$ cat config.mk
export PLATFORM = sky130hd
export DESIGN_NAME = mixext_bank
export DESIGN_NICKNAME = d
export VERILOG_FILES = /design/src/mixext_pkg.sv /design/src/mixext_bank.sv /design/src/mixext_xmem.sv
export SDC_FILE = /design/constraint.sdc
export NUM_CORES = 1
export LEC_CHECK = 0
export BUFFER_PORTS_ARGS = -buffer_cell sky130_fd_sc_hd__buf_4
export CAP_MARGIN = 20
export CORE_MARGIN = 1.5
export CORE_UTILIZATION = 35
export CTS_BUF_LIST = sky130_fd_sc_hd__clkbuf_16
export CTS_CLUSTER_SIZE = 25
export DETAILED_ROUTE_END_ITERATION = 6
export PLACE_DENSITY = 0.57
export SYNTH_ARGS = -nofsm -noshare
export SYNTH_HDL_FRONTEND = slang
export SYNTH_SLANG_ARGS = --single-unit
export TNS_END_PERCENT = 5
$ cat constraint.sdc
create_clock -name clk_sys_in -period 5 [get_ports clk_sys_in]
set_clock_uncertainty 0.05 [all_clocks]
set_input_delay 0.5 -clock clk_sys_in [delete_from_list [all_inputs] [get_ports clk_sys_in]]
set_output_delay 0.5 -clock clk_sys_in [all_outputs]
set_load 0.05 [all_outputs]
$ cat src/mixext_pkg.sv
// Constants for the extended mixer register bank: offsets, indices, field
// positions, reset values and write masks.
// Assumes one system clock and a synchronous reset in the user modules.
package mixext_pkg;

	// Direct register offsets on the host port
	localparam logic [1:0] OFS_INDEX = 2'h0; // Index address register
	localparam logic [1:0] OFS_DATA = 2'h1; // Indexed data port

	// Indirect indices handled by this bank
	localparam logic [4:0] IDX_LEGACY_LEFT = 5'h12; // Legacy left line register
	localparam logic [4:0] IDX_LEGACY_RIGHT = 5'h13; // Legacy right line register
	localparam logic [4:0] IDX_EXT_CTRL = 5'h17; // Extended access control

	// Extended register indices
	localparam logic [4:0] X_LINE_L = 5'h00; // Left line alternate volume
	localparam logic [4:0] X_LINE_R = 5'h01; // Right line alternate volume
	localparam logic [4:0] X_MIC_L = 5'h02; // Left mic volume
	localparam logic [4:0] X_MIC_R = 5'h03; // Right mic volume
	localparam logic [4:0] X_SYNTH_MIX = 5'h04; // Synth and input mixer control
	localparam logic [4:0] X_RIGHT_MIX = 5'h05; // Right input mixer control
	localparam logic [4:0] X_SYNTH_L = 5'h06; // Left synth volume
	localparam logic [4:0] X_SYNTH_R = 5'h07; // Right synth volume
	localparam logic [4:0] X_DSP_L = 5'h08; // Left serial port volume
	localparam logic [4:0] X_LOOPBACK = 5'h0a; // First word held in memory
	localparam logic [4:0] X_DAC_MUTE = 5'h0b; // DAC mute and rate select
	localparam logic [4:0] X_ADC_RATE = 5'h0c; // ADC sample rate
	localparam logic [4:0] X_DAC_RATE = 5'h0d; // DAC sample rate
	localparam logic [4:0] X_MASTER_R = 5'h0f; // Last word held in memory
	localparam logic [4:0] X_WAVE_L = 5'h10; // Left wavetable volume
	localparam logic [4:0] X_WAVE_R = 5'h11; // Right wavetable volume
	localparam logic [4:0] X_VERSION = 5'h19; // Chip version and id
	localparam int X_FLOP_COUNT = 10; // First ten extended words kept in flops
	localparam int X_MEM_DEPTH = 6; // Next six extended words kept in memory

	// Index register fields
	localparam int IDXR_MODE_CHG_BIT = 6; // Mode change enable
	localparam int IDXR_XFER_DIS_BIT = 5; // Transfer request disable
	localparam logic [7:0] IDXR_RESET = 8'h40; // Index register after reset

	// Extended access control fields
	localparam int XC_EXT_ENABLE_BIT = 3; // Extended index enable
	localparam int XC_IDX_TOP_BIT = 2; // Top bit of extended index
	localparam int XC_ACF_BIT = 0; // Autocalibrate flag bit

	// Field positions inside extended registers
	localparam int F_OUT_MUTE_BIT = 7; // Line out mute / mic in mute
	localparam int F_IN_MUTE_BIT = 6; // Line in mute / mic out mute
	localparam int F_BYPASS_BIT = 5; // Line bypass mute / mic boost
	localparam int F_MONO_BIT = 7; // Mono mutes in both mixer control words
	localparam int F_SUM_LSB = 5; // Summing attenuator low bit
	localparam int F_SYNTH_ENABLE_BIT = 4; // Internal synth enable
	localparam int F_WAVE_NOREMAP_BIT = 3; // Wavetable remap disable
	localparam int F_SYNTH_REMAP_BIT = 2; // Synth volume remap
	localparam int F_MUTE_BIT = 7; // Synth and serial port mute
	localparam int F_IFSE_BIT = 5; // Independent rate enable

	// Reset values of extended registers
	localparam logic [7:0] RST_LINE = 8'he8;
	localparam logic [7:0] RST_MIC = 8'hcf;
	localparam logic [7:0] RST_SYNTH_MIX = 8'h84;
	localparam logic [7:0] RST_SYNTH_VOL = 8'h80;
	localparam logic [7:0] RST_LOOPBACK = 8'h3f;
	localparam logic [7:0] RST_DAC_MUTE = 8'hc0;
	localparam logic [7:0] RST_ZERO = 8'h00;
	localparam logic [7:0] RST_LEGACY = 8'h88; // Legacy line regs after reset

	// Writable bits per extended register; reserved bits store as zero
	function automatic logic [7:0] mixext_xmask(input logic [4:0] idx);
		case (idx)
			5'h00, 5'h01, 5'h02, 5'h03: mixext_xmask = 8'hff;
			5'h04: mixext_xmask = 8'hfc;
			5'h05, 5'h0b: mixext_xmask = 8'he0;
			5'h06, 5'h07, 5'h08, 5'h09, 5'h0a, 5'h10, 5'h11: mixext_xmask = 8'hbf;
			5'h0c, 5'h0d, 5'h0e, 5'h0f: mixext_xmask = 8'hff;
			default: mixext_xmask = 8'h00;
		endcase
	endfunction

	// Reset value per extended register
	function automatic logic [7:0] mixext_xreset(input logic [4:0] idx);
		case (idx)
			5'h00, 5'h01: mixext_xreset = RST_LINE;
			5'h02, 5'h03: mixext_xreset = RST_MIC;
			5'h04: mixext_xreset = RST_SYNTH_MIX;
			5'h06, 5'h07: mixext_xreset = RST_SYNTH_VOL;
			5'h0a: mixext_xreset = RST_LOOPBACK;
			5'h0b: mixext_xreset = RST_DAC_MUTE;
			default: mixext_xreset = RST_ZERO;
		endcase
	endfunction

endpackage

$ cat src/mixext_bank.sv
// Extended mixer register bank: index and data ports, extended access control,
// extended control registers, legacy line remapping and mixer control outputs.
// Assumes host strobes are synchronous one-cycle pulses and that mode, wavetable
// enable and configuration load inputs come from elsewhere in the codec.
module mixext_bank #(
	parameter logic [7:0] VERSION_ID = 8'h5a // Arbitrary identification value
) (
	input wire logic clk_sys_in,
	input wire logic rst_in,
	input wire logic [1:0] bus_addr_in,
	input wire logic bus_wr_in,
	input wire logic bus_rd_in,
	input wire logic [7:0] bus_wdata_in,
	output logic [7:0] bus_rdata_out,
	input wire logic mode3_in,
	input wire logic wavetable_port_enable_in,
	input wire logic cfg_load_in,
	input wire logic cfg_synth_enable_in,
	output logic [4:0] left_line_gain_out,
	output logic [4:0] right_line_gain_out,
	output logic [1:0] line_bypass_mute_out,
	output logic [1:0] line_alt_in_mute_out,
	output logic [1:0] line_alt_out_mute_out,
	output logic [4:0] left_mic_gain_out,
	output logic [4:0] right_mic_gain_out,
	output logic [1:0] mic_boost_out,
	output logic [1:0] mic_out_mute_out,
	output logic [1:0] mic_in_mute_out,
	output logic [1:0] left_input_sum_atten_out,
	output logic [1:0] right_input_sum_atten_out,
	output logic mono_in_right_mute_out,
	output logic mono_out_right_mute_out,
	output logic internal_synth_enable_out,
	output logic master_from_ext_out,
	output logic [5:0] left_synth_atten_out,
	output logic [5:0] right_synth_atten_out,
	output logic [1:0] synth_mute_out,
	output logic [5:0] left_serial_port_atten_out,
	output logic left_serial_port_mute_out
);

	// Index register state
	logic [4:0] index_r; // Selected indirect index
	logic mce_r; // Mode change enable bit
	logic trd_r; // Transfer request disable bit

	// Extended access control state
	logic [4:0] ext_index_field_r; // Selected extended register
	logic ext_index_enable_r; // Data port points at extended data
	logic acf_r; // Stored autocalibrate bit

	// Register storage
	logic [7:0] xreg_r [0:mixext_pkg::X_FLOP_COUNT-1]; // Extended words held in flops
	logic [7:0] wave_r [0:1]; // Left and right wavetable volume
	logic [7:0] legacy_left_line_reg_r; // Legacy left line register
	logic [7:0] legacy_right_line_reg_r; // Legacy right line register
	logic ifse_r; // Copy of independent rate enable

	// Read path
	logic [7:0] rd_flop_r; // Read data from flops
	logic [7:0] rd_flop_nxt; // Next read data from flops
	logic rd_use_mem_r; // Last read was served by memory
	logic rd_use_mem_nxt; // Current read is served by memory
	logic [7:0] mem_rdata; // Memory read data
	logic [2:0] mem_addr; // Memory word address

	// Decoded strobes
	logic data_wr; // Write to the data port
	logic ext_wr; // Write to an extended register
	logic ext_role; // Data port is in extended data role
	logic leg_wr_l; // Write to legacy left line register
	logic leg_wr_r; // Write to legacy right line register
	logic mem_wr; // Write to a memory-held word
	logic [7:0] ext_wdata; // Masked extended write data

	// Remap controls
	logic synth_on; // Internal synth enabled
	logic synth_remap; // Legacy writes go to synth volume
	logic wave_remap; // Legacy writes go to wavetable volume
	logic remap_active; // Line volume comes from alternate registers

	// Combinational decode of host accesses
	always_comb begin
		data_wr = bus_wr_in && bus_addr_in == mixext_pkg::OFS_DATA;
		ext_role = ext_index_enable_r && mode3_in && index_r == mixext_pkg::IDX_EXT_CTRL;
		ext_wr = data_wr && ext_role;
		leg_wr_l = data_wr && index_r == mixext_pkg::IDX_LEGACY_LEFT;
		leg_wr_r = data_wr && index_r == mixext_pkg::IDX_LEGACY_RIGHT;
		ext_wdata = bus_wdata_in & mixext_pkg::mixext_xmask(ext_index_field_r);
		mem_addr = 3'(ext_index_field_r - mixext_pkg::X_LOOPBACK);
		mem_wr = ext_wr && ext_index_field_r >= mixext_pkg::X_LOOPBACK
			&& ext_index_field_r <= mixext_pkg::X_MASTER_R
			&& (ifse_r || (ext_index_field_r != mixext_pkg::X_ADC_RATE
			&& ext_index_field_r != mixext_pkg::X_DAC_RATE));
	end

	// Remap conditions from the synth and mixer control word
	always_comb begin
		synth_on = xreg_r[4][mixext_pkg::F_SYNTH_ENABLE_BIT];
		synth_remap = synth_on && xreg_r[4][mixext_pkg::F_SYNTH_REMAP_BIT];
		wave_remap = wavetable_port_enable_in && !xreg_r[4][mixext_pkg::F_WAVE_NOREMAP_BIT];
		remap_active = synth_remap || wave_remap;
	end

	// Index register; any write here ends the extended data role
	always_ff @(posedge clk_sys_in) begin
		if (rst_in) begin
			index_r <= mixext_pkg::IDXR_RESET[4:0];
			mce_r <= mixext_pkg::IDXR_RESET[mixext_pkg::IDXR_MODE_CHG_BIT];
			trd_r <= 1'b0;
		end else if (bus_wr_in && bus_addr_in == mixext_pkg::OFS_INDEX) begin
			index_r <= bus_wdata_in[4:0];
			mce_r <= bus_wdata_in[mixext_pkg::IDXR_MODE_CHG_BIT];
			trd_r <= bus_wdata_in[mixext_pkg::IDXR_XFER_DIS_BIT];
		end
	end

	// Extended access control: index field and enable
	always_ff @(posedge clk_sys_in) begin
		if (rst_in) begin
			ext_index_field_r <= 5'h00;
			ext_index_enable_r <= 1'b0;
			acf_r <= 1'b0;
		end else if (!mode3_in) begin
			ext_index_enable_r <= 1'b0;
		end else if (bus_wr_in && bus_addr_in == mixext_pkg::OFS_INDEX) begin
			ext_index_enable_r <= 1'b0;
		end else if (data_wr && index_r == mixext_pkg::IDX_EXT_CTRL && !ext_index_enable_r) begin
			ext_index_field_r <= {bus_wdata_in[mixext_pkg::XC_IDX_TOP_BIT], bus_wdata_in[7:4]};
			ext_index_enable_r <= bus_wdata_in[mixext_pkg::XC_EXT_ENABLE_BIT];
			acf_r <= bus_wdata_in[mixext_pkg::XC_ACF_BIT];
		end
	end

	// Flop-held extended words with legacy redirection into synth volume
	always_ff @(posedge clk_sys_in) begin
		for (int i = 0; i < mixext_pkg::X_FLOP_COUNT; i++) begin
			if (rst_in) begin
				xreg_r[i] <= mixext_pkg::mixext_xreset(5'(i));
			end else if (ext_wr && ext_index_field_r == 5'(i)) begin
				xreg_r[i] <= ext_wdata;
			end else if (i == 6 && leg_wr_l && synth_remap) begin
				// Same masked value as a direct write, so it reads back identically
				xreg_r[i] <= bus_wdata_in & mixext_pkg::mixext_xmask(mixext_pkg::X_SYNTH_L);
			end else if (i == 7 && leg_wr_r && synth_remap) begin
				xreg_r[i] <= bus_wdata_in & mixext_pkg::mixext_xmask(mixext_pkg::X_SYNTH_R);
			end
		end
		// Configuration load overrides a host write in the same cycle
		if (!rst_in && cfg_load_in) begin
			xreg_r[4][mixext_pkg::F_SYNTH_ENABLE_BIT] <= cfg_synth_enable_in;
		end
	end

	// Wavetable volume words with legacy redirection
	always_ff @(posedge clk_sys_in) begin
		if (rst_in) begin
			wave_r[0] <= mixext_pkg::mixext_xreset(mixext_pkg::X_WAVE_L);
			wave_r[1] <= mixext_pkg::mixext_xreset(mixext_pkg::X_WAVE_R);
		end else begin
			if (ext_wr && ext_index_field_r == mixext_pkg::X_WAVE_L) begin
				wave_r[0] <= ext_wdata;
			end else if (leg_wr_l && wave_remap) begin
				wave_r[0] <= bus_wdata_in & mixext_pkg::mixext_xmask(mixext_pkg::X_WAVE_L);
			end
			if (ext_wr && ext_index_field_r == mixext_pkg::X_WAVE_R) begin
				wave_r[1] <= ext_wdata;
			end else if (leg_wr_r && wave_remap) begin
				wave_r[1] <= bus_wdata_in & mixext_pkg::mixext_xmask(mixext_pkg::X_WAVE_R);
			end
		end
	end

	// Legacy line registers always keep what the host wrote
	always_ff @(posedge clk_sys_in) begin
		if (rst_in) begin
			legacy_left_line_reg_r <= mixext_pkg::RST_LEGACY;
			legacy_right_line_reg_r <= mixext_pkg::RST_LEGACY;
		end else begin
			if (leg_wr_l) begin
				legacy_left_line_reg_r <= bus_wdata_in;
			end
			if (leg_wr_r) begin
				legacy_right_line_reg_r <= bus_wdata_in;
			end
		end
	end

	// Copy of the rate enable bit, gates writes to the rate words
	always_ff @(posedge clk_sys_in) begin
		if (rst_in) begin
			ifse_r <= mixext_pkg::RST_DAC_MUTE[mixext_pkg::F_IFSE_BIT];
		end else if (ext_wr && ext_index_field_r == mixext_pkg::X_DAC_MUTE) begin
			ifse_r <= bus_wdata_in[mixext_pkg::F_IFSE_BIT];
		end
	end

	// Memory for the words that only software reads back
	mixext_xmem u_xmem (
		.clk_sys_in(clk_sys_in),
		.rst_in(rst_in),
		.wr_en_in(mem_wr),
		.wr_addr_in(mem_addr),
		.wr_data_in(ext_wdata),
		.rd_en_in(bus_rd_in && rd_use_mem_nxt),
		.rd_addr_in(mem_addr),
		.rd_data_out(mem_rdata)
	);

	// Read data selection for words held in flops
	always_comb begin
		rd_flop_nxt = 8'h00;
		rd_use_mem_nxt = 1'b0;
		case (bus_addr_in)
			mixext_pkg::OFS_INDEX: begin
				rd_flop_nxt = {1'b0, mce_r, trd_r, index_r};
			end
			mixext_pkg::OFS_DATA: begin
				if (ext_role) begin
					if (ext_index_field_r < 5'(mixext_pkg::X_FLOP_COUNT)) begin
						rd_flop_nxt = xreg_r[ext_index_field_r[3:0]];
					end else if (ext_index_field_r <= mixext_pkg::X_MASTER_R) begin
						rd_use_mem_nxt = 1'b1;
					end else if (ext_index_field_r == mixext_pkg::X_WAVE_L) begin
						rd_flop_nxt = wave_r[0];
					end else if (ext_index_field_r == mixext_pkg::X_WAVE_R) begin
						rd_flop_nxt = wave_r[1];
					end else if (ext_index_field_r == mixext_pkg::X_VERSION) begin
						rd_flop_nxt = VERSION_ID;
					end
				end else if (index_r == mixext_pkg::IDX_EXT_CTRL) begin
					rd_flop_nxt = {ext_index_field_r[3:0], ext_index_enable_r,
						ext_index_field_r[4], 1'b0, acf_r};
				end else if (index_r == mixext_pkg::IDX_LEGACY_LEFT) begin
					rd_flop_nxt = legacy_left_line_reg_r;
				end else if (index_r == mixext_pkg::IDX_LEGACY_RIGHT) begin
					rd_flop_nxt = legacy_right_line_reg_r;
				end
			end
			default: begin
				rd_flop_nxt = 8'h00;
			end
		endcase
	end

	// Read data register, updated on each read strobe
	always_ff @(posedge clk_sys_in) begin
		if (rst_in) begin
			rd_flop_r <= 8'h00;
			rd_use_mem_r <= 1'b0;
		end else if (bus_rd_in) begin
			rd_flop_r <= rd_flop_nxt;
			rd_use_mem_r <= rd_use_mem_nxt;
		end
	end

	// Both sources are registers; the select is registered too
	assign bus_rdata_out = rd_use_mem_r ? mem_rdata : rd_flop_r;

	// Line path controls; gain follows alternate registers while remapped
	always_ff @(posedge clk_sys_in) begin
		if (rst_in) begin
			left_line_gain_out <= mixext_pkg::RST_LEGACY[4:0];
			right_line_gain_out <= mixext_pkg::RST_LEGACY[4:0];
			// Alternate line words reset with all three mutes set
			line_bypass_mute_out <= 2'h3;
			line_alt_in_mute_out <= 2'h3;
			line_alt_out_mute_out <= 2'h3;
		end else begin
			left_line_gain_out <= remap_active ? xreg_r[0][4:0] : legacy_left_line_reg_r[4:0];
			right_line_gain_out <= remap_active ? xreg_r[1][4:0] : legacy_right_line_reg_r[4:0];
			line_bypass_mute_out <= {xreg_r[1][mixext_pkg::F_BYPASS_BIT],
				xreg_r[0][mixext_pkg::F_BYPASS_BIT]};
			line_alt_in_mute_out <= {xreg_r[1][mixext_pkg::F_IN_MUTE_BIT],
				xreg_r[0][mixext_pkg::F_IN_MUTE_BIT]};
			line_alt_out_mute_out <= {xreg_r[1][mixext_pkg::F_OUT_MUTE_BIT],
				xreg_r[0][mixext_pkg::F_OUT_MUTE_BIT]};
		end
	end

	// Microphone and input mixer controls
	always_ff @(posedge clk_sys_in) begin
		if (rst_in) begin
			left_mic_gain_out <= mixext_pkg::RST_MIC[4:0];
			right_mic_gain_out <= mixext_pkg::RST_MIC[4:0];
			mic_boost_out <= 2'h0;
			mic_out_mute_out <= 2'h3;
			mic_in_mute_out <= 2'h3;
			left_input_sum_atten_out <= 2'h0;
			right_input_sum_atten_out <= 2'h0;
			mono_in_right_mute_out <= 1'b1;
			mono_out_right_mute_out <= 1'b0;
		end else begin
			left_mic_gain_out <= xreg_r[2][4:0];
			right_mic_gain_out <= xreg_r[3][4:0];
			mic_boost_out <= {xreg_r[3][mixext_pkg::F_BYPASS_BIT],
				xreg_r[2][mixext_pkg::F_BYPASS_BIT]};
			mic_out_mute_out <= {xreg_r[3][mixext_pkg::F_IN_MUTE_BIT],
				xreg_r[2][mixext_pkg::F_IN_MUTE_BIT]};
			mic_in_mute_out <= {xreg_r[3][mixext_pkg::F_OUT_MUTE_BIT],
				xreg_r[2][mixext_pkg::F_OUT_MUTE_BIT]};
			left_input_sum_atten_out <= xreg_r[4][mixext_pkg::F_SUM_LSB +: 2];
			right_input_sum_atten_out <= xreg_r[5][mixext_pkg::F_SUM_LSB +: 2];
			mono_in_right_mute_out <= xreg_r[4][mixext_pkg::F_MONO_BIT];
			mono_out_right_mute_out <= xreg_r[5][mixext_pkg::F_MONO_BIT];
		end
	end

	// Synth, master role and serial port controls
	always_ff @(posedge clk_sys_in) begin
		if (rst_in) begin
			internal_synth_enable_out <= 1'b0;
			master_from_ext_out <= 1'b0;
			left_synth_atten_out <= 6'h00;
			right_synth_atten_out <= 6'h00;
			synth_mute_out <= 2'h3;
			left_serial_port_atten_out <= 6'h00;
			left_serial_port_mute_out <= 1'b0;
		end else begin
			internal_synth_enable_out <= synth_on;
			master_from_ext_out <= synth_on || wavetable_port_enable_in;
			left_synth_atten_out <= xreg_r[6][5:0];
			right_synth_atten_out <= xreg_r[7][5:0];
			synth_mute_out <= {xreg_r[7][mixext_pkg::F_MUTE_BIT],
				xreg_r[6][mixext_pkg::F_MUTE_BIT]};
			left_serial_port_atten_out <= xreg_r[8][5:0];
			left_serial_port_mute_out <= xreg_r[8][mixext_pkg::F_MUTE_BIT];
		end
	end

	// Checks next to the logic above
	a_index_clears_enable: assert property (@(posedge clk_sys_in) disable iff (rst_in)
		bus_wr_in && bus_addr_in == mixext_pkg::OFS_INDEX |=> !ext_index_enable_r)
		else $error("extended enable survived an index write");
	a_mode3_only: assert property (@(posedge clk_sys_in) disable iff (rst_in)
		!mode3_in |=> !ext_index_enable_r)
		else $error("extended enable set outside third mode");
	a_synth_redirect: assert property (@(posedge clk_sys_in) disable iff (rst_in)
		leg_wr_l && synth_remap && !cfg_load_in |=> xreg_r[6] == ($past(bus_wdata_in) & 8'hbf))
		else $error("legacy write not redirected to synth volume");
	a_synth_no_remap: assert property (@(posedge clk_sys_in) disable iff (rst_in)
		leg_wr_l && !synth_remap |=> $stable(xreg_r[6]))
		else $error("synth volume changed without remap");
	a_wave_redirect: assert property (@(posedge clk_sys_in) disable iff (rst_in)
		leg_wr_r && wave_remap |=> wave_r[1] == ($past(bus_wdata_in) & 8'hbf))
		else $error("legacy write not redirected to wavetable volume");
	a_wave_no_remap: assert property (@(posedge clk_sys_in) disable iff (rst_in)
		leg_wr_l && !wave_remap |=> $stable(wave_r[0]))
		else $error("wavetable volume changed while remap disabled");
	a_both_redirect: assert property (@(posedge clk_sys_in) disable iff (rst_in)
		leg_wr_l && synth_remap && wave_remap |=> xreg_r[6] == wave_r[0])
		else $error("dual redirect did not update both targets");
	a_line_gain_sel: assert property (@(posedge clk_sys_in) disable iff (rst_in)
		remap_active ##1 remap_active |-> left_line_gain_out == $past(xreg_r[0][4:0]))
		else $error("line gain not taken from alternate register");
	a_cfg_synth_load: assert property (@(posedge clk_sys_in) disable iff (rst_in)
		cfg_load_in && cfg_synth_enable_in |=> ##1 internal_synth_enable_out && master_from_ext_out)
		else $error("configuration load did not enable synth");
	a_readback_match: assert property (@(posedge clk_sys_in) disable iff (rst_in)
		bus_rd_in && ext_role && ext_index_field_r == mixext_pkg::X_SYNTH_L
		|=> bus_rdata_out == $past(xreg_r[6]))
		else $error("synth volume read back differs from stored value");

endmodule

$ cat src/mixext_xmem.sv
// Small register memory for the extended words that steer no local logic.
// Assumes the caller gives word addresses relative to the first held word.
module mixext_xmem (
	input wire logic clk_sys_in,
	input wire logic rst_in,
	input wire logic wr_en_in,
	input wire logic [2:0] wr_addr_in,
	input wire logic [7:0] wr_data_in,
	input wire logic rd_en_in,
	input wire logic [2:0] rd_addr_in,
	output logic [7:0] rd_data_out
);

	logic [7:0] mem_r [0:mixext_pkg::X_MEM_DEPTH-1]; // Stored words

	// Write port, loads reset values on reset
	always_ff @(posedge clk_sys_in) begin
		for (int i = 0; i < mixext_pkg::X_MEM_DEPTH; i++) begin
			if (rst_in) begin
				mem_r[i] <= mixext_pkg::mixext_xreset(5'(i) + mixext_pkg::X_LOOPBACK);
			end else if (wr_en_in && wr_addr_in == 3'(i)) begin
				mem_r[i] <= wr_data_in;
			end
		end
	end

	// Registered read port, holds its value between reads
	always_ff @(posedge clk_sys_in) begin
		if (rst_in) begin
			rd_data_out <= 8'h00;
		end else if (rd_en_in) begin
			rd_data_out <= (rd_addr_in < 3'(mixext_pkg::X_MEM_DEPTH)) ? mem_r[rd_addr_in] : 8'h00;
		end
	end

endmodule

### Word level (Yosys, flattened, before mapping)

Memories as Yosys holds them, arrays and structs flattened. A register that Yosys moved wholly into a read port is not among the register bits.
Cells that the tools add are included.

| storage, ports and cells | value |
|---|---|
| ROM bits | 256 |
| input port bits | 18 |
| bits in registers | 61 |
| bits in writable memories | 144 |
| memories kept | 4 |
| output and inout bits | 69 |
| word-level logic and storage cells | 254 |

| cells by class | value |
|---|---|
| reductions and logical operators | 51 |
| multiplexer cells | 125 |
| add/subtract/negate cells | 1 |
| eq/ne operators | 24 |
| order comparisons | 3 |
| bitwise logic cells | 26 |

Memories:

| name | words | width | rd ports | clocked after Yosys merged registers in | write ports | line | RTL |
|---|---|---|---|---|---|---|---|
| (no name shown) | 32 | 8 | 1 | 1 | 0 | mixext_pkg.sv:70 | `case (idx)` |
| xreg_r | 10 | 8 | 10 | 7 | 10 | mixext_bank.sv:53 | `logic [7:0] xreg_r [0:mixext_pkg::X_FLOP_COUNT-1];` |
| u_xmem.mem_r | 6 | 8 | 1 | 1 | 6 | mixext_xmem.sv:14 | `logic [7:0] mem_r [0:mixext_pkg::X_MEM_DEPTH-1];` |
| wave_r | 2 | 8 | 2 | 0 | 2 | mixext_bank.sv:54 | `logic [7:0] wave_r [0:1];` |

Operators by type and width:

| kind | number |
|---|---|
| $mux 8 | 38 |
| $mux 1 | 79 |
| $logic_and 1x1->1 | 40 |
| $eq 5x5->1 const B | 6 |
| $or 1x1->1 | 23 |
| $eq 5x3->1 const B | 4 |
| $mux 5 | 4 |
| $pmux 8 s2 | 1 |
| $eq 5x4->1 const B | 3 |
| $eq 5x2->1 const B | 2 |
| $ne 5x4->1 const B | 2 |
| $and 8x8->8 | 1 |
| $mux 4 | 2 |
| $mux 7 | 1 |
| $eq 3x2->1 const B | 2 |
| $eq 3x3->1 const B | 2 |
| $eq 5x1->1 const B | 1 |
| $ge 5x4->1 const B | 1 |
| $le 5x4->1 const B | 1 |
| $logic_not 5->1 | 1 |
| $lt 5x4->1 const B | 1 |
| $eq 3x1->1 const B | 1 |
| $logic_not 1->1 | 3 |
| $logic_not 3->1 | 1 |
| 7 further kinds | 10 |

### Logic depth before layout (Yosys ltp)

| depth | value |
|---|---|
| depth after elaboration | 11 |
| gate-level depth with buffers | 10 |
| mapped depth without buffers | 7 |

### By module

From an unflattened synthesis, not the netlist that was laid out.

| unflattened totals | value |
|---|---|
| cells, all modules | 1014 |
| area total of the unflattened synthesis | 11214.5 µm² |

By module, submodules not included:

| module | cells an instance | sequential area each (µm²) | area an instance (µm²) | instances |
|---|---|---|---|---|
| mixext_bank | 828 | 5054.8 | 8709.6 | 1 |
| mixext_xmem | 186 | 1601.5 | 2504.9 | 1 |

### Least setup slack after synthesis

Ideal clock, no wire load.

| timing path | value |
|---|---|
| kind | flip-flop to flip-flop |
| start | register ext_index_field_r[2] |
| end | memory u_xmem.mem_r[3][0], enable pin |
| setup time | 384 ps |
| data required time | 4566 ps |
| cell stages (with the launch flop) | 8 |
| path buffers | 3 |
| slack | 2105 ps |
| clock period less this slack | 2895 ps |
| arrival | 2461 ps |
| cells stage by stage | dfxtp_1 clkbuf_1 inv_1 ha_1 clkbuf_1 or3b_1 buf_2 o21ai_0 |

RTL lines:

| item | line | RTL |
|---|---|---|
| start, declared | mixext_bank.sv:48 | `logic [4:0] ext_index_field_r;` |
| start signal, assigned | mixext_bank.sv:129 | `ext_index_field_r <= {bus_wdata_in[mixext_pkg::XC_IDX_TOP_BIT], bus_wdata_in[7:4]};` |
| end, declared | mixext_xmem.sv:14 |  |

==> summary.md <==
| Metric | Value |
|---|---|
| Commonest non-fill, non-tap cell in the layout | `nor2_1` |
| Compound-cell area share of the yosys netlist | `0.0723` |
| Number of flops mapped to enable cells by yosys | `around 140` |
| WHS | `between 0.1 and 0.15 ns` |
| Layout fillers | `3,102` |
| Synth area leader | `edfxtp_1` |
| Largest net degree at the start of global routing | `about 70` |
| N_diodes | `0` |
| Syn Inst Count | `between 1k and 1.5k` |
| Post-route ant nets | `0` |
| Kind of critical path | `reg -> reg` |
| Prevailing post-synth register cell | `edfxtp_1` |
| CP Capture Type | `flip-flop` |
| Min cycle time layout | `between 3 and 4 ns` |
| Status | `completed` |
| Routed WL per cell | `21.3 um` |
| Die Footprint | `33,400 um^2` |
| Via density | `5.36` |
| Clk_lat worst skew | `approximately 0.54 ns` |
| Hold WC Path Type | `in -> reg` |
| Initial Util | `0.357` |
| #FFs+latches synth | `261` |
| Setup_tns | `0 ns` |
| Chip width | `roughly 180 um` |
| Initial antenna violation count | `0` |
| Worst r2r src | `ext_index_field_r[2]$_SDFFE_PP0N_` |
| Post-CTS Repair Setup Buffers | `0` |
| Async SR Flop Fraction | `0` |
| Proportion of layout cells with a drive suffix above 1 | `0.182` |
| Setup slack on the worst flop-to-flop path | `~1.4 ns` |
| DRC violations left | `0` |
| Layout area overhead | `16.3%` |
| Num CTS Buffers | `28` |
| Worst R2R End | `u_xmem.mem_r[2][3]$_SDFFCE_PN0P_` |
| Pins Over Slew Limit | `0` |
| Top cells by area, synth | `edfxtp_1 38%, dfxtp_1 21%, nor2_1 5.1%` |
| Hold path start | `wavetable_port_enable_in` |
| Placer Congestion | `0.963` |
| Most frequent cells in the layout | `155 x nor2_1, 143 x nand2_1, 143 x edfxtp_1, 118 x dfxtp_1, 94 x buf_4` |
| Multiplexer share of the synthesized area | `0.0918` |
| Number of global-route vias before repair | `7,773` |
| Final #Nets | `1,128` |
| Mapped Nets | `1,077` |
| Worst hold endpoint | `master_from_ext_out$_SDFF_PP0_` |
| Clock transition at path regs | `~0.06 ns` |
| Fmax | `279 MHz` |
| Core area | `31,700 um^2` |
| Peak VDD IR | `0.262 mV` |
| Unrepaired setup endpoints after global routing | `no` |
| Synthesized area | `11,300 um^2` |
| Hold Crit Depth | `3` |
| Worst path arrival time | `about 3.7 ns` |
| Mean post-synth cell area | `between 10 and 15 um^2` |
| Via count | `8,213` |
| Gr usage total | `0.194` |
| Sink Count | `261` |
| Final WL | `roughly 33 mm` |
| Leakage | `~4.8 nW` |
| Worst Reg2Reg Path Length in Cells | `4` |
| Row count | `65` |
| Worst Setup Start Kind | `flip-flop` |
| Port bufs | `86` |
| Die H | `183 um` |
| Rel. slew slack | `0.258` |
| Clock Path Buffers | `3` |
| CTS Root Cell | `clkbuf_16` |
| Fin crit share | `0.716` |
| Worst slew pin tran | `1.10 ns` |
| H-tree Lvls | `1` |
| Largest family of logic cells by synthesized area | `simple AND/OR/NAND/NOR gates` |
| CTS hold repair buffers | `0` |
| Crit-path max FO | `28` |
| First-pass GRT wire length | `48.7 mm` |
| Post-cts sizing count | `0` |
| Synth Area in Adders | `0.00221` |
| Worst EP required | `5.11 ns` |
| Crit-path max cell delay | `0.91 ns` |
| Post-synthesis simple-gate area fraction | `0.212` |
| 1st-iter DRT viols | `887` |
| Hpwl dp | `23.0 mm` |
| XOR/XNOR Fraction of Synth Area | `0` |
| Cells along the critical path | `inv_1 > ha_1 > or3b_1 > o21ai_0` |
| Max Cap Viol | `0` |
| Pwr Density | `~360 nW/um^2` |
| Synth warnings | `0` |
| Crit path max-delay cell type | `o21ai_0` |
| Num ports | `87` |
| Post-synth cell types | `between 60 and 70` |
| Sequential area share after synthesis | `0.588` |
| Top-area cell type share of the netlist area | `0.379` |
| Final Hold Fails | `0` |
| GRT Residual Overflow | `0` |
| CTS tree | `done` |
| Count of final setup violators | `0` |
| Initial DRT Pass Iterations | `5` |
## worst max-delay path: cells and delay by family, from the launching register on
kind / cells / cell delay (ns)
AOI/OAI and AO/OA: 1 / 0.91
DFF: 1 / 0.70
adders and majority gates: 1 / 0.80
and+or+nand+nor: 1 / 0.57
buffers and inverters: 1 / 0.16
## how the worst max path moves through the flow
stage / start / depth (start not counted) / endpoint / slack [ns]
detailed placement: ext_index_field_r[2]$_SDFFE_PP0N_ / 4 / u_xmem.mem_r[1][6]$_SDFFCE_PN1P_ / 1.43
global placement: ext_index_field_r[2]$_SDFFE_PP0N_ / 4 / u_xmem.mem_r[1][5]$_SDFFCE_PN0P_ / 1.55
finish: ext_index_field_r[2]$_SDFFE_PP0N_ / 4 / u_xmem.mem_r[2][3]$_SDFFCE_PN0P_ / 1.42
global route: ext_index_field_r[2]$_SDFFE_PP0N_ / 4 / u_xmem.mem_r[2][3]$_SDFFCE_PN0P_ / 1.18
floorplan: ext_index_field_r[2]$_SDFFE_PP0N_ / 7 / u_xmem.mem_r[3][0]$_SDFFCE_PN0P_ / 2.10
CTS: ext_index_field_r[2]$_SDFFE_PP0N_ / 4 / u_xmem.mem_r[1][0]$_SDFFCE_PN0P_ / 1.38
## area by class of cell
class | instances | area, um^2 | share of cell area
clock inverters | 20 | 143 | 0.0108
flip-flops and latches | 261 | 6660 | 0.505
multi-input cells | 705 | 4290 | 0.326
well taps | 402 | 503 | 0.0382
inverters | 14 | 52.6 | 0.00399
clock buffers | 32 | 801 | 0.0608
repair buffers | 98 | 726 | 0.0551
## synthesized netlist by cell type (all sizes together) (10+ instances only)
| cell | count |
|---|---|
| nor3 | 14 |
| nor4 | 10 |
| dfxtp | 118 |
| mux2 | 12 |
| nor2b | 47 |
| a211oi | 19 |
| nand4 | 10 |
| a21oi | 49 |
| or2 | 23 |
| o21ai | 22 |
| mux2i | 54 |
| nor2 | 156 |
| nand3 | 31 |
| nand2 | 143 |
| mux4 | 16 |
| inv | 13 |
| edfxtp | 143 |
| clkbuf | 46 |
| buf | 31 |
## registers in the layout, indices dropped and copies added (netlist names), 6 cells and up, named ones only
signal / cells
wave_r: 16
u_xmem.mem_r: 48
rd_flop_r: 8
u_xmem.rd_data_out: 8
xreg_r: 80
left_serial_port_atten_out: 6
legacy_left_line_reg_r: 8
right_synth_atten_out: 6
legacy_right_line_reg_r: 8
left_synth_atten_out: 6
## power breakdown
part / internal (mW) / leakage [nW] / switching, mW
Sequential: 2.34 / 2.35 / 0.0407
Combinational: 0.0861 / 1.91 / 0.230
Clock: 1.24 / 0.497 / 0.851
Total: 3.67 / 4.76 / 1.12
## kinds of logic (layout without fill, tap and decap cells)
family                     count (synthesis)  count (layout)
buffers and inverters                     91             164
adders and majority gates                  2               2
AOI/OAI and AO/OA                        129             129
and+or+nand+nor                          492             492
muxes                                     82              82
DFF                                      261             261
## through the flow
step | instances | power, mW | area [um^2] | util | worst slack, ns
floorplan | 1057 | 2.61 | 11300 | - | 2.10
global placement | 1476 | 2.74 | 12200 | 0.385 | 1.55
detailed placement | 1476 | 2.74 | 12200 | 0.385 | 1.43
CTS | 1528 | 4.82 | 13100 | 0.415 | 1.38
global route | 1532 | 4.93 | 13200 | 0.415 | 1.18
finish | 1532 | 4.79 | 13200 | 0.415 | 1.42
## metal layers
layer / wire [um] / global-route usage / vias up
met5: 0 / 0 / -
met4: 983 / 0.0623 / 0
met3: 2220 / 0.0258 / 53
met2: 15100 / 0.315 / 337
met1: 14400 / 0.268 / 3981
li1: - / - / 3842
No activity file was read; power rests on OpenSTA's default activity.
